`config.mk`:
```
export PLATFORM = sky130hd
export DESIGN_NAME = tcpc_top
export DESIGN_NICKNAME = d
export VERILOG_FILES = /design/src/core/tcpc_top.v /design/src/core/tcpc_sync.v /design/src/core/tcpc_prescaler.v
export VERILOG_INCLUDE_DIRS = /design/src /design/src/core
export SDC_FILE = /design/constraint.sdc
export NUM_CORES = 1
export LEC_CHECK = 0
export BUFFER_PORTS_ARGS = -buffer_cell sky130_fd_sc_hd__buf_2
export CORE_UTILIZATION = 59
export DETAILED_ROUTE_END_ITERATION = 10
export GPL_TIMING_DRIVEN = 0
export PLACE_DENSITY = 0.93
export SYNTH_ARGS = -nofsm -noshare
export SYNTH_HDL_FRONTEND = slang
export SYNTH_HIERARCHICAL = 1
export SYNTH_SLANG_ARGS = --single-unit
```
`constraint.sdc`:
```
create_clock -name ref_clk -period 5.6 [get_ports ref_clk]
set_clock_uncertainty 0.15 [all_clocks]
set_input_delay 0.28 -clock ref_clk [delete_from_list [all_inputs] [get_ports ref_clk]]
set_output_delay 0.28 -clock ref_clk [all_outputs]
set_load 0.03 [all_outputs]
```
`src/core/tcpc_defines.vh`:
```
`ifndef TCPC_DEFINES_VH
`define TCPC_DEFINES_VH
// ==========================================
// Register byte addresses
`define TCPC_ADDR_COUNT_LOW 12'h000
`define TCPC_ADDR_PERIOD_HIGH 12'h004
`define TCPC_ADDR_MAIN_CTRL 12'h008
`define TCPC_ADDR_CLOCK_CTRL 12'h00C
`define TCPC_ADDR_IRQ_STATUS 12'h010
`define TCPC_ADDR_IRQ_MASK 12'h014
// ==========================================
// Reset values
`define TCPC_RST_COUNT_LOW 8'h00
`define TCPC_RST_PERIOD_HIGH 8'hFF
`define TCPC_RST_MAIN_CTRL 8'h00
`define TCPC_RST_CLOCK_CTRL 8'h00
// ==========================================
// Main control fields
`define TCPC_MAIN_ENABLE_BIT 7
`define TCPC_MAIN_OUT_BIT 5
`define TCPC_MAIN_WIDE_BIT 4
`define TCPC_MAIN_POST_MSB 3
`define TCPC_MAIN_POST_LSB 0
// Clock control fields
`define TCPC_CLK_SRC_MSB 7
`define TCPC_CLK_SRC_LSB 5
`define TCPC_CLK_ASYNC_BIT 4
`define TCPC_CLK_PS_MSB 3
`define TCPC_CLK_PS_LSB 0
// Interrupt status and mask bit
`define TCPC_IRQ_OVF_BIT 0
// ==========================================
// Count source codes
`define TCPC_SRC_PIN 3'h0
`define TCPC_SRC_PIN_INV 3'h1
`define TCPC_SRC_INSTR 3'h2
`define TCPC_SRC_HFOSC 3'h3
`define TCPC_SRC_LFOSC 3'h4
`define TCPC_SRC_RSVD 3'h5
`define TCPC_SRC_SECONDARY_OSCILLATOR 3'h6
`define TCPC_SRC_LOGIC 3'h7
// ==========================================
// Timing: instruction clock is system clock over four
`define TCPC_INSTR_DIV 4
`define TCPC_INSTR_PHASE_LAST 2'h3
`define TCPC_SYNC_STAGES 2
`endif

```
`src/core/tcpc_top.v`:
```
// The implementer's own choices: the APB slave port and the register offsets.
`timescale 1ns/1ps
`default_nettype none
`include "tcpc_defines.vh"
// Behaviour
// - Three-bit field picks the count source
// - Async bit one: input not synchronised
// - Async bit zero: synchronise to instruction clock
// - Prescale divides by two to field value
// - Unimplemented bits read back as zero
// - Narrow mode: high register is period
// - Wide mode: high register is count high
module tcpc_top #(
    parameter PS_W = 4,
    parameter PS_CNT_W = 15
) (
    // Clock and reset
    input wire ref_clk,
    input wire rst_b,
    // APB slave
    input wire psel,
    input wire penable,
    input wire pwrite,
    input wire [11:0] paddr,
    input wire [31:0] pwdata,
    output wire pready,
    output wire pslverr,
    output reg [31:0] prdata,
    // Count sources
    input wire remappable_pin_input,
    input wire high_freq_internal_osc,
    input wire low_freq_internal_osc,
    input wire secondary_oscillator,
    input wire logic_cell_one_output,
    // Timer outputs
    output reg timer_out,
    output reg timer_overflow_flag,
    output wire timer_irq
);
    // ==========================================
    // Reset release through two flops
    reg [1:0] rst_sync_reg;
    wire rst_n;

    always @(posedge ref_clk or negedge rst_b) begin
        if (!rst_b) begin
            rst_sync_reg <= 2'b00;
        end else begin
            rst_sync_reg <= {rst_sync_reg[0], 1'b1};
        end
    end
    // Only the second flop drives the internal reset
    assign rst_n = rst_sync_reg[1];

    // ==========================================
    // Registers
    reg [7:0] timer_count_low_reg;
    reg [7:0] timer_period_or_count_high_reg;
    reg [7:0] timer_main_control_reg;
    reg [7:0] timer_clock_control_reg;
    reg timer_overflow_irq_enable_reg;
    reg [3:0] post_cnt_reg;
    reg [1:0] instr_phase_reg;
    reg async_last_reg;

    // Field views of the control registers
    wire timer_enable = timer_main_control_reg[`TCPC_MAIN_ENABLE_BIT];
    wire wide_count_select = timer_main_control_reg[`TCPC_MAIN_WIDE_BIT];
    wire [3:0] post_select = timer_main_control_reg[`TCPC_MAIN_POST_MSB:`TCPC_MAIN_POST_LSB];
    wire [2:0] count_source_select = timer_clock_control_reg[`TCPC_CLK_SRC_MSB:`TCPC_CLK_SRC_LSB];
    wire input_async_enable = timer_clock_control_reg[`TCPC_CLK_ASYNC_BIT];
    wire [PS_W-1:0] prescale_select = timer_clock_control_reg[`TCPC_CLK_PS_MSB:`TCPC_CLK_PS_LSB];

    // ==========================================
    // APB decode
    wire apb_setup = psel & ~penable;
    wire apb_wr = psel & penable & pwrite;

    // Mapped register offsets
    function addr_hit;
        input [11:0] a;
        begin
            case (a)
                `TCPC_ADDR_COUNT_LOW,
                `TCPC_ADDR_PERIOD_HIGH,
                `TCPC_ADDR_MAIN_CTRL,
                `TCPC_ADDR_CLOCK_CTRL,
                `TCPC_ADDR_IRQ_STATUS,
                `TCPC_ADDR_IRQ_MASK: addr_hit = 1'b1;
                default: addr_hit = 1'b0;
            endcase
        end
    endfunction

    // One write strobe per register
    wire wr_low = apb_wr & (paddr == `TCPC_ADDR_COUNT_LOW);
    wire wr_high = apb_wr & (paddr == `TCPC_ADDR_PERIOD_HIGH);
    wire wr_main = apb_wr & (paddr == `TCPC_ADDR_MAIN_CTRL);
    wire wr_clk = apb_wr & (paddr == `TCPC_ADDR_CLOCK_CTRL);
    wire wr_stat = apb_wr & (paddr == `TCPC_ADDR_IRQ_STATUS);
    wire wr_mask = apb_wr & (paddr == `TCPC_ADDR_IRQ_MASK);

    // Zero-wait slave; error on unmapped address
    assign pready = 1'b1;
    assign pslverr = psel & penable & ~addr_hit(paddr);

    // ==========================================
    // Instruction clock phase (system clock over four)
    // Tick on the last phase of each instruction cycle
    wire instr_tick = (instr_phase_reg == `TCPC_INSTR_PHASE_LAST);
    wire instr_level = instr_phase_reg[1];

    always @(posedge ref_clk or negedge rst_n) begin
        if (!rst_n) begin
            instr_phase_reg <= 2'b00;
        end else begin
            instr_phase_reg <= instr_phase_reg + 2'b01;
        end
    end

    // ==========================================
    // Count source multiplexer
    reg src_level;

    always @* begin
        case (count_source_select)
            `TCPC_SRC_PIN: src_level = remappable_pin_input;
            `TCPC_SRC_PIN_INV: src_level = ~remappable_pin_input;
            `TCPC_SRC_INSTR: src_level = instr_level;
            `TCPC_SRC_HFOSC: src_level = high_freq_internal_osc;
            `TCPC_SRC_LFOSC: src_level = low_freq_internal_osc;
            `TCPC_SRC_SECONDARY_OSCILLATOR: src_level = secondary_oscillator;
            `TCPC_SRC_LOGIC: src_level = logic_cell_one_output;
            default: src_level = 1'b0; // Reserved code gives no count
        endcase
    end

    // ==========================================
    // Synchronised path, sampled at instruction rate
    wire sync_rise;

    tcpc_sync #(
        .STAGES(`TCPC_SYNC_STAGES)
    ) u_sync (
        .clk(ref_clk),
        .rst_n(rst_n),
        .sample_en(instr_tick),
        .din(src_level),
        .rise(sync_rise)
    );

    // Unsynchronised path: direct rising edge
    always @(posedge ref_clk or negedge rst_n) begin
        if (!rst_n) begin
            async_last_reg <= 1'b0;
        end else begin
            async_last_reg <= src_level;
        end
    end

    // Edge between two system clock samples
    wire async_rise = src_level & ~async_last_reg;

    // ==========================================
    // Count pulse selection
    // Synchronised instruction clock counts on each instruction tick
    // Its phase bit sampled at one fixed phase never shows an edge
    reg sel_pulse;

    always @* begin
        if (input_async_enable) begin
            sel_pulse = async_rise;
        end else if (count_source_select == `TCPC_SRC_INSTR) begin
            sel_pulse = instr_tick;
        end else begin
            sel_pulse = sync_rise;
        end
    end

    // Pulses reach the prescaler only while enabled
    wire count_pulse = timer_enable & sel_pulse;

    // ==========================================
    // Prescaler; cleared by count writes
    wire ps_tick;

    tcpc_prescaler #(
        .SEL_W(PS_W),
        .CNT_W(PS_CNT_W)
    ) u_prescaler (
        .clk(ref_clk),
        .rst_n(rst_n),
        .clear(wr_low | wr_high | ~timer_enable),
        .sel(prescale_select),
        .in_pulse(count_pulse),
        .out_tick(ps_tick)
    );

    // ==========================================
    // Counter and overflow detect
    wire narrow_match = (timer_count_low_reg == timer_period_or_count_high_reg);
    wire wide_roll = (timer_count_low_reg == 8'hFF) && (timer_period_or_count_high_reg == 8'hFF);
    // Overflow event per mode
    wire ovf_tick = ps_tick & (wide_count_select ? wide_roll : narrow_match);
    // Every (N+1)th overflow event sets the flag
    wire post_done = ovf_tick & (post_cnt_reg == post_select);

    // Count registers
    always @(posedge ref_clk or negedge rst_n) begin
        if (!rst_n) begin
            timer_count_low_reg <= `TCPC_RST_COUNT_LOW;
            timer_period_or_count_high_reg <= `TCPC_RST_PERIOD_HIGH;
        end else begin
            if (wr_low) begin
                timer_count_low_reg <= pwdata[7:0];
            end else if (ps_tick) begin
                if (!wide_count_select && narrow_match) begin
                    timer_count_low_reg <= 8'h00;
                end else begin
                    timer_count_low_reg <= timer_count_low_reg + 8'h01;
                end
            end
            if (wr_high) begin
                timer_period_or_count_high_reg <= pwdata[7:0];
            end else if (ps_tick && wide_count_select && timer_count_low_reg == 8'hFF) begin
                timer_period_or_count_high_reg <= timer_period_or_count_high_reg + 8'h01;
            end
        end
    end

    // Postscaler and output toggle
    always @(posedge ref_clk or negedge rst_n) begin
        if (!rst_n) begin
            post_cnt_reg <= 4'h0;
            timer_out <= 1'b0;
        end else begin
            if (wr_main || post_done) begin
                post_cnt_reg <= 4'h0;
            end else if (ovf_tick) begin
                post_cnt_reg <= post_cnt_reg + 4'h1;
            end
            if (post_done) begin
                timer_out <= ~timer_out;
            end
        end
    end

    // ==========================================
    // Control registers
    always @(posedge ref_clk or negedge rst_n) begin
        if (!rst_n) begin
            timer_main_control_reg <= `TCPC_RST_MAIN_CTRL;
            timer_clock_control_reg <= `TCPC_RST_CLOCK_CTRL;
        end else begin
            if (wr_main) begin
                timer_main_control_reg <= {pwdata[7], 2'b00, pwdata[4:0]};
            end
            if (wr_clk) begin
                timer_clock_control_reg <= pwdata[7:0];
            end
        end
    end

    // Overflow flag and mask; set beats clear
    always @(posedge ref_clk or negedge rst_n) begin
        if (!rst_n) begin
            timer_overflow_flag <= 1'b0;
            timer_overflow_irq_enable_reg <= 1'b0;
        end else begin
            if (post_done) begin
                timer_overflow_flag <= 1'b1;
            end else if (wr_stat && pwdata[`TCPC_IRQ_OVF_BIT]) begin
                timer_overflow_flag <= 1'b0;
            end
            if (wr_mask) begin
                timer_overflow_irq_enable_reg <= pwdata[`TCPC_IRQ_OVF_BIT];
            end
        end
    end

    // Level request while flag and enable are both set
    assign timer_irq = timer_overflow_flag & timer_overflow_irq_enable_reg;

    // ==========================================
    // Read data, captured in the setup phase
    always @(posedge ref_clk or negedge rst_n) begin
        if (!rst_n) begin
            prdata <= 32'h0000_0000;
        end else if (apb_setup) begin
            case (paddr)
                `TCPC_ADDR_COUNT_LOW: prdata <= {24'h00_0000, timer_count_low_reg};
                `TCPC_ADDR_PERIOD_HIGH: prdata <= {24'h00_0000, timer_period_or_count_high_reg};
                `TCPC_ADDR_MAIN_CTRL: prdata <= {24'h00_0000, timer_enable, 1'b0, timer_out,
                                                 timer_main_control_reg[4:0]};
                `TCPC_ADDR_CLOCK_CTRL: prdata <= {24'h00_0000, timer_clock_control_reg};
                `TCPC_ADDR_IRQ_STATUS: prdata <= {31'h0000_0000, timer_overflow_flag};
                `TCPC_ADDR_IRQ_MASK: prdata <= {31'h0000_0000, timer_overflow_irq_enable_reg};
                default: prdata <= 32'h0000_0000;
            endcase
        end
    end
endmodule
`default_nettype wire

```
`src/core/tcpc_sync.v`:
```
`timescale 1ns/1ps
`default_nettype none
// ==========================================
// Synchroniser with sample enable and rise pulse
module tcpc_sync #(
    parameter STAGES = 2
) (
    // Clock and reset
    input wire clk,
    input wire rst_n,
    // Sampling
    input wire sample_en,
    input wire din,
    // Result
    output wire rise
);
    reg [STAGES-1:0] chain_reg;
    reg last_reg;

    // Shift chain, advanced only on sample ticks
    always @(posedge clk or negedge rst_n) begin
        if (!rst_n) begin
            chain_reg <= {STAGES{1'b0}};
            last_reg <= 1'b0;
        end else if (sample_en) begin
            chain_reg <= {chain_reg[STAGES-2:0], din};
            last_reg <= chain_reg[STAGES-1];
        end
    end

    // Edge seen on the last stage only
    assign rise = sample_en & chain_reg[STAGES-1] & ~last_reg;
endmodule
`default_nettype wire

```
`src/core/tcpc_prescaler.v`:
```
`timescale 1ns/1ps
`default_nettype none
// ==========================================
// Power-of-two prescaler, 1:1 to 1:2^(2^SEL_W - 1)
module tcpc_prescaler #(
    parameter SEL_W = 4,
    parameter CNT_W = 15
) (
    // Clock and reset
    input wire clk,
    input wire rst_n,
    // Control
    input wire clear,
    input wire [SEL_W-1:0] sel,
    // Count pulses
    input wire in_pulse,
    output wire out_tick
);
    reg [CNT_W-1:0] cnt_reg;
    reg [CNT_W-1:0] mask;
    integer i;

    // Terminal count mask: sel low bits set
    always @* begin
        mask = {CNT_W{1'b0}};
        for (i = 0; i < CNT_W; i = i + 1) begin
            if (i < sel) begin
                mask[i] = 1'b1;
            end
        end
    end

    assign out_tick = in_pulse & ((cnt_reg & mask) == mask);

    // Divider counter
    always @(posedge clk or negedge rst_n) begin
        if (!rst_n) begin
            cnt_reg <= {CNT_W{1'b0}};
        end else if (clear || out_tick) begin
            cnt_reg <= {CNT_W{1'b0}};
        end else if (in_pulse) begin
            cnt_reg <= cnt_reg + {{(CNT_W-1){1'b0}}, 1'b1};
        end
    end
endmodule
`default_nettype wire

```
# Word-level counts from Yosys, hierarchy flattened
# Cells that the tools add are included.
# op_classes
add_sub_neg,5
magnitude_cmp,15
eq_ne,17
n_mux,32
bitwise_logic,28
reduce_logical,16
# ops
cell,n
one-hot mux 8 bit (6 select lines),1
2-to-1 mux 8 bit,5
2-to-1 mux 15 bit,2
"less-than comparator 4 bit, first input constant",7
"equality test 12 x 4 -> 1 bit, second input constant",2
"equality test 12 x 5 -> 1 bit, second input constant",2
2-to-1 mux 1 bit,21
bitwise AND 1 bit,18
"adder 8 x 1 -> 8 bit, second input constant",2
"equality test 8 bit, second input constant",2
"less-than comparator 3 x 4 -> 1 bit, first input constant",4
"adder 15 x 1 -> 15 bit, second input constant",1
bitwise AND 15 bit,1
equality test 15 bit,1
"equality test 12 x 3 -> 1 bit, second input constant",1
logical NOT 12 bit,1
nonzero test 2 bit,5
"equality test 3 bit, second input constant",3
equality test 8 bit,1
"less-than comparator 1 x 4 -> 1 bit, first input constant",2
"less-than comparator 2 x 4 -> 1 bit, first input constant",2
2-to-1 mux 4 bit,2
inverter 1 bit,7
one-hot mux 1 bit (7 select lines),1
other kinds (12),19
# word_totals
regBits,92
input_bits,54
output_inout_bits,37
wordCells,128

# Logic depth before layout (Yosys ltp)
# depth
word_depth,11
mapped_depth,17
depth_no_buf,13

# Hierarchy
# The synthesis kept the hierarchy.
# by_module_without_submodules
mod,instances,cells_each,area_each_um2,seq_area_each_um2
tcpc_top,1,312,3088.0,1261.2
tcpc_prescaler,1,98,949.7,375.4
tcpc_sync,1,7,118.9,75.1

# Worst setup path before layout
# OpenSTA, ideal clock, no wires.
# synth_timing
kind,reg2reg
from,register timer_clock_control_reg[7]
to,register post_cnt_reg[2]
setup_ns,0.077
t_arrival_ns,3.772
required_ns,5.373
path_slack_ns,1.601
stages_incl_launch_ff,16
path_buffers,4
period_less_slack_ns,3.999
cell_sequence,dfrtp_1 > clkbuf_1 > or4_1 > a21oi_1 > o21a_1 > buf_4 > o21ai_0 > nor4b_2 > o311a_4 > buf_6 > clkbuf_1 > nand4_1 > nor4_1 > nand4_1 > a2111o_1 > a21oi_1
# synth_via
elab_chain_cells,10
elab_cells_between_ends,18
cone_classes,eq/ne: 6; mux: 4; bitwise: 5; reduce/logical: 3
# synth_lines
item,line,source
from (decl),tcpc_top.v:60,reg [7:0] timer_clock_control_reg;
from (signal assigned),tcpc_top.v:253,timer_clock_control_reg <= `TCPC_RST_CLOCK_CTRL;
from (signal assigned),tcpc_top.v:259,timer_clock_control_reg <= pwdata[7:0];
equality test 3 bit (tied with other cells),tcpc_top.v:126,case (count_source_select)
one-hot mux 1 bit (7 select lines),tcpc_top.v:126,
bitwise AND 1 bit,tcpc_top.v:162,wire async_rise = src_level & ~async_last_reg;
2-to-1 mux 1 bit *,tcpc_top.v:171,if (input_async_enable) begin
bitwise AND 1 bit *,tcpc_top.v:181,wire count_pulse = timer_enable & sel_pulse;
named net count_pulse,tcpc_top.v:181,
bitwise AND 1 bit *,tcpc_prescaler.v:33,assign out_tick = in_pulse & ((cnt_reg & mask) == mask);
named net ps_tick,tcpc_top.v:185,wire ps_tick;
bitwise AND 1 bit *,tcpc_top.v:204,wire ovf_tick = ps_tick & (wide_count_select ? wide_roll : narrow_match);
bitwise AND 1 bit,tcpc_top.v:206,wire post_done = ovf_tick & (post_cnt_reg == post_select);
logical OR 1 bit,tcpc_top.v:237,if (wr_main || post_done) begin
2-to-1 mux 4 bit / nonzero test 2 bit (equally long branches),--,
to (signal assigned),tcpc_top.v:240,post_cnt_reg <= post_cnt_reg + 4'h1;
to (decl),tcpc_top.v:62,reg [3:0] post_cnt_reg;
# Mark *: on every way through the listed nets, which the timed path passes. The rest lies on a longest branch.
# A chain may end at the register's enable or synchronous reset.

# Worst setup path in the final report
# layout_timing
from,register timer_clock_control_reg[7]
to,register post_cnt_reg[3]
# The elaborated chain is that of the path after synthesis.

==> results_dict.tcl <==
set metrics [dict create \
    status "finished clean" \
    r2r_end "post_cnt_reg[3]$_DFFE_PN0P_" \
    numClockSinks 68 \
    rrSetupSlack_ns 0.66 \
    routedWlPerCell_um 16.9 \
    criticalPathCategory "flop to flop" \
    cts_buffer_depth 2 \
    start_kind "flop" \
    fmax_ghz 0.202 \
    slew_headroom 0.389 \
    grt_pass1_wl_um 16300 \
    syn_inst 417 \
    initial_core_util 0.612 \
    ctsResizeCount 0 \
    vias 3620 \
    post-place-ws_ns 0.975 \
    rows 30 \
    synth.distinct_cells 54 \
    synthTopCellsByCount "dfrtp_1, nor2_1, buf_4, nand2_1, xor2_1" \
    synth_top_area_share 0.361 \
    dr.first_iter.drc_count 394 \
    antenna_cells 0 \
    setup_viol 0 \
    numCtsBuffers 9 \
    peakVddDrop_uv 103 \
    core_mm2 0.00679 \
    grt_max_degree 39 \
    period_minus_slack_ns 4.94 \
    cp-end-kind "flop" \
    route.detailed.drc 0 \
    tightestPinTransition_ns 0.908 \
    rsz0062_at_grt "no" \
    fin_ws_ns 0.660 \
    yosys_warnings 6 \
    synthFlopType "dfrtp_1" \
    min_period_over_period 0.882 \
    wl_um 10100 \
    p_leak_nw 2.23 \
    area_delta_synth_final_pct 15.2 \
    startpoint "timer_clock_control_reg[7]$_DFFE_PN0P_" \
    fill_cells 463 \
    synth_edf_count 0 \
    crit_arrival_ns 5.07 \
    hp-class "input pin to flop" \
    drive_above_1_share 0.273 \
    hold_violations 0 \
    cts_setup_buffers 0 \
    synthArstFlopShare 1.00 \
    synthTopCellsByArea "dfrtp_1, xor2_1, dfstp_2, buf_4, mux2i_1" \
    clkTransAtPathRegs_ns 0.07 \
    vias_per_cell 6.08 \
    antenna_found_initial 0 \
    maxCapViolCount 0 \
    grt_util_all_layers 0.286 \
    reg2reg_depth 15 \
    htreeDepth 3 \
    drtPass1Iterations 7 \
    post-dp-hpwl_um 7090 \
    io_pins 91 \
    hold_ws_ns 0.0491 \
    reg2reg_from "timer_clock_control_reg[7]$_DFFE_PN0P_" \
    grt_pass1_vias 3508 \
    cts_root_buf "clkbuf_8" \
    synth_most_common_cell "dfrtp_1" \
    yosys_register_bits 68 \
    tritoncts "built" \
    gp_congestion 0.891 \
    fin_nets 553 \
    clk_latency_ns 0.36 \
    tns_ns 0 \
    synth.avg_cell_area_um2 9.97 \
    io_buffers 40 \
    crit_fanout 10 \
    ant_nets 0 \
    die_area_mm2 0.00738 \
    cp.required_ns 5.73 \
    synth_top_cell_by_area "dfrtp_1" \
    fp.dieW_um 85.9 \
    yosysSeqAreaShare 0.412 \
    setup.worst_path.end "post_cnt_reg[3]$_DFFE_PN0P_" \
    fp.dieH_um 85.9 \
    largest_reg_flops 15 \
    grt-ovfl-total 0 \
    syn_area_mm2 0.00416 \
    finalMaxSlewViolations 0 \
    p_per_area_mw_per_mm2 205 \
]
==> layer usage <==
layer / GRT usage / part of all wire / vias up
met1: 0.355 / 0.39 / 1691
met4: 0.152 / 0.043 / 0
li1: - / - / 1608
met3: 0.0452 / 0.082 / 59
met2: 0.481 / 0.48 / 262
met5: 0 / 0 / -
==> area by class of cell <==
type	count	area, um2	area share
multi-input combinational	324	2240	0.468
clock buffer	10	128	0.0266
inverter	8	30.0	0.00627
timing repair buffer	42	230	0.0481
tap	96	120	0.0251
sequential	68	1710	0.358
buffer	41	263	0.0549
clock inverter	6	63.8	0.0133
==> logic make-up (layout without fill, tap and decap cells) <==
family,Yosys count,count (layout),share of synthesized area
AO/OA/AOI/OAI,71,71,0.110
buffers and inverters,49,107,0.0704
multiplexers,41,41,0.116
adder cells (fa/ha/maj),5,5,0.0151
other,2,26,0.00181
XOR/XNOR,34,34,0.0716
flip-flops,68,68,0.412
AND/OR/NAND/NOR,147,147,0.203
==> what timing repair did <==
action                                  CTS  global route
endpoints found under the hold margin     2             0
endpoints found under the setup margin    0             0
hold buffers                              1             0
==> worst max-delay path: stages, from the launching register on <==
cell	delay, ns
dfrtp_1	0.37
clkbuf_1	0.21
or4_1	0.59
a21oi_1	0.17
o21a_1	0.16
buf_4	0.16
o21ai_0	0.11
nor4b_2	0.26
o311a_4	0.31
buf_6	0.18
clkbuf_1	0.35
nand4_1	0.18
nor4_1	0.50
nand4_1	0.48
a2111o_1	0.51
a21oi_1	0.14
==> stage by stage <==
stage / utilization / cells / instance area (um2) / total power, W
finish: 0.705 / 595 / 4790 / 0.000980
global route: 0.705 / 595 / 4790 / 0.00101
CTS: 0.705 / 595 / 4790 / 0.000980
detailed placement: 0.675 / 578 / 4590 / 0.000583
global placement: 0.672 / 577 / 4570 / 0.000580
floorplan: - / 441 / 4250 / 0.000561
==> how the worst min path moves through the flow <==
stage                         start                                            end  slack (ns)  depth (start not counted)
after floorplan               rst_b                      rst_sync_reg[0]$_DFF_PN0_       -0.17                          0
after global placement        rst_b                      rst_sync_reg[0]$_DFF_PN0_       -0.09                          1
after detailed placement      rst_b                      rst_sync_reg[0]$_DFF_PN0_       -0.08                          1
after CTS                 pwdata[5]         timer_clock_control_reg[5]$_DFFE_PN0P_        0.05                          2
after global routing      pwdata[5]  timer_period_or_count_high_reg[5]$_DFFE_PN1P_        0.05                          3
final                     pwdata[5]         timer_clock_control_reg[5]$_DFFE_PN0P_        0.05                          2
==> placed cells by master, fill, tap and decap left out, types with 6 or more instances in the layout <==
cell	count
dfrtp_1	59
buf_2	40
nor2_1	30
nand2_1	27
buf_4	27
xor2_1	26
conb_1	26
a21oi_1	25
mux2i_1	17
nand3_1	17
mux2_2	15
clkbuf_1	14
nand4_1	14
o21ai_0	10
nor3_1	10
nor3_2	10
nand2b_1	9
clkbuf_8	9
inv_1	8
mux2_4	8
xnor2_1	8
dfstp_2	8
a31oi_1	6
o22ai_1	6
==> power breakdown <==
| part | internal [W] | switching (W) |
|---|---|---|
| Combinational | 0.0000276 | 0.0000483 |
| Clock | 0.000206 | 0.000199 |
| Sequential | 0.000494 | 0.00000578 |
No activity file was read; power rests on OpenSTA's default activity.
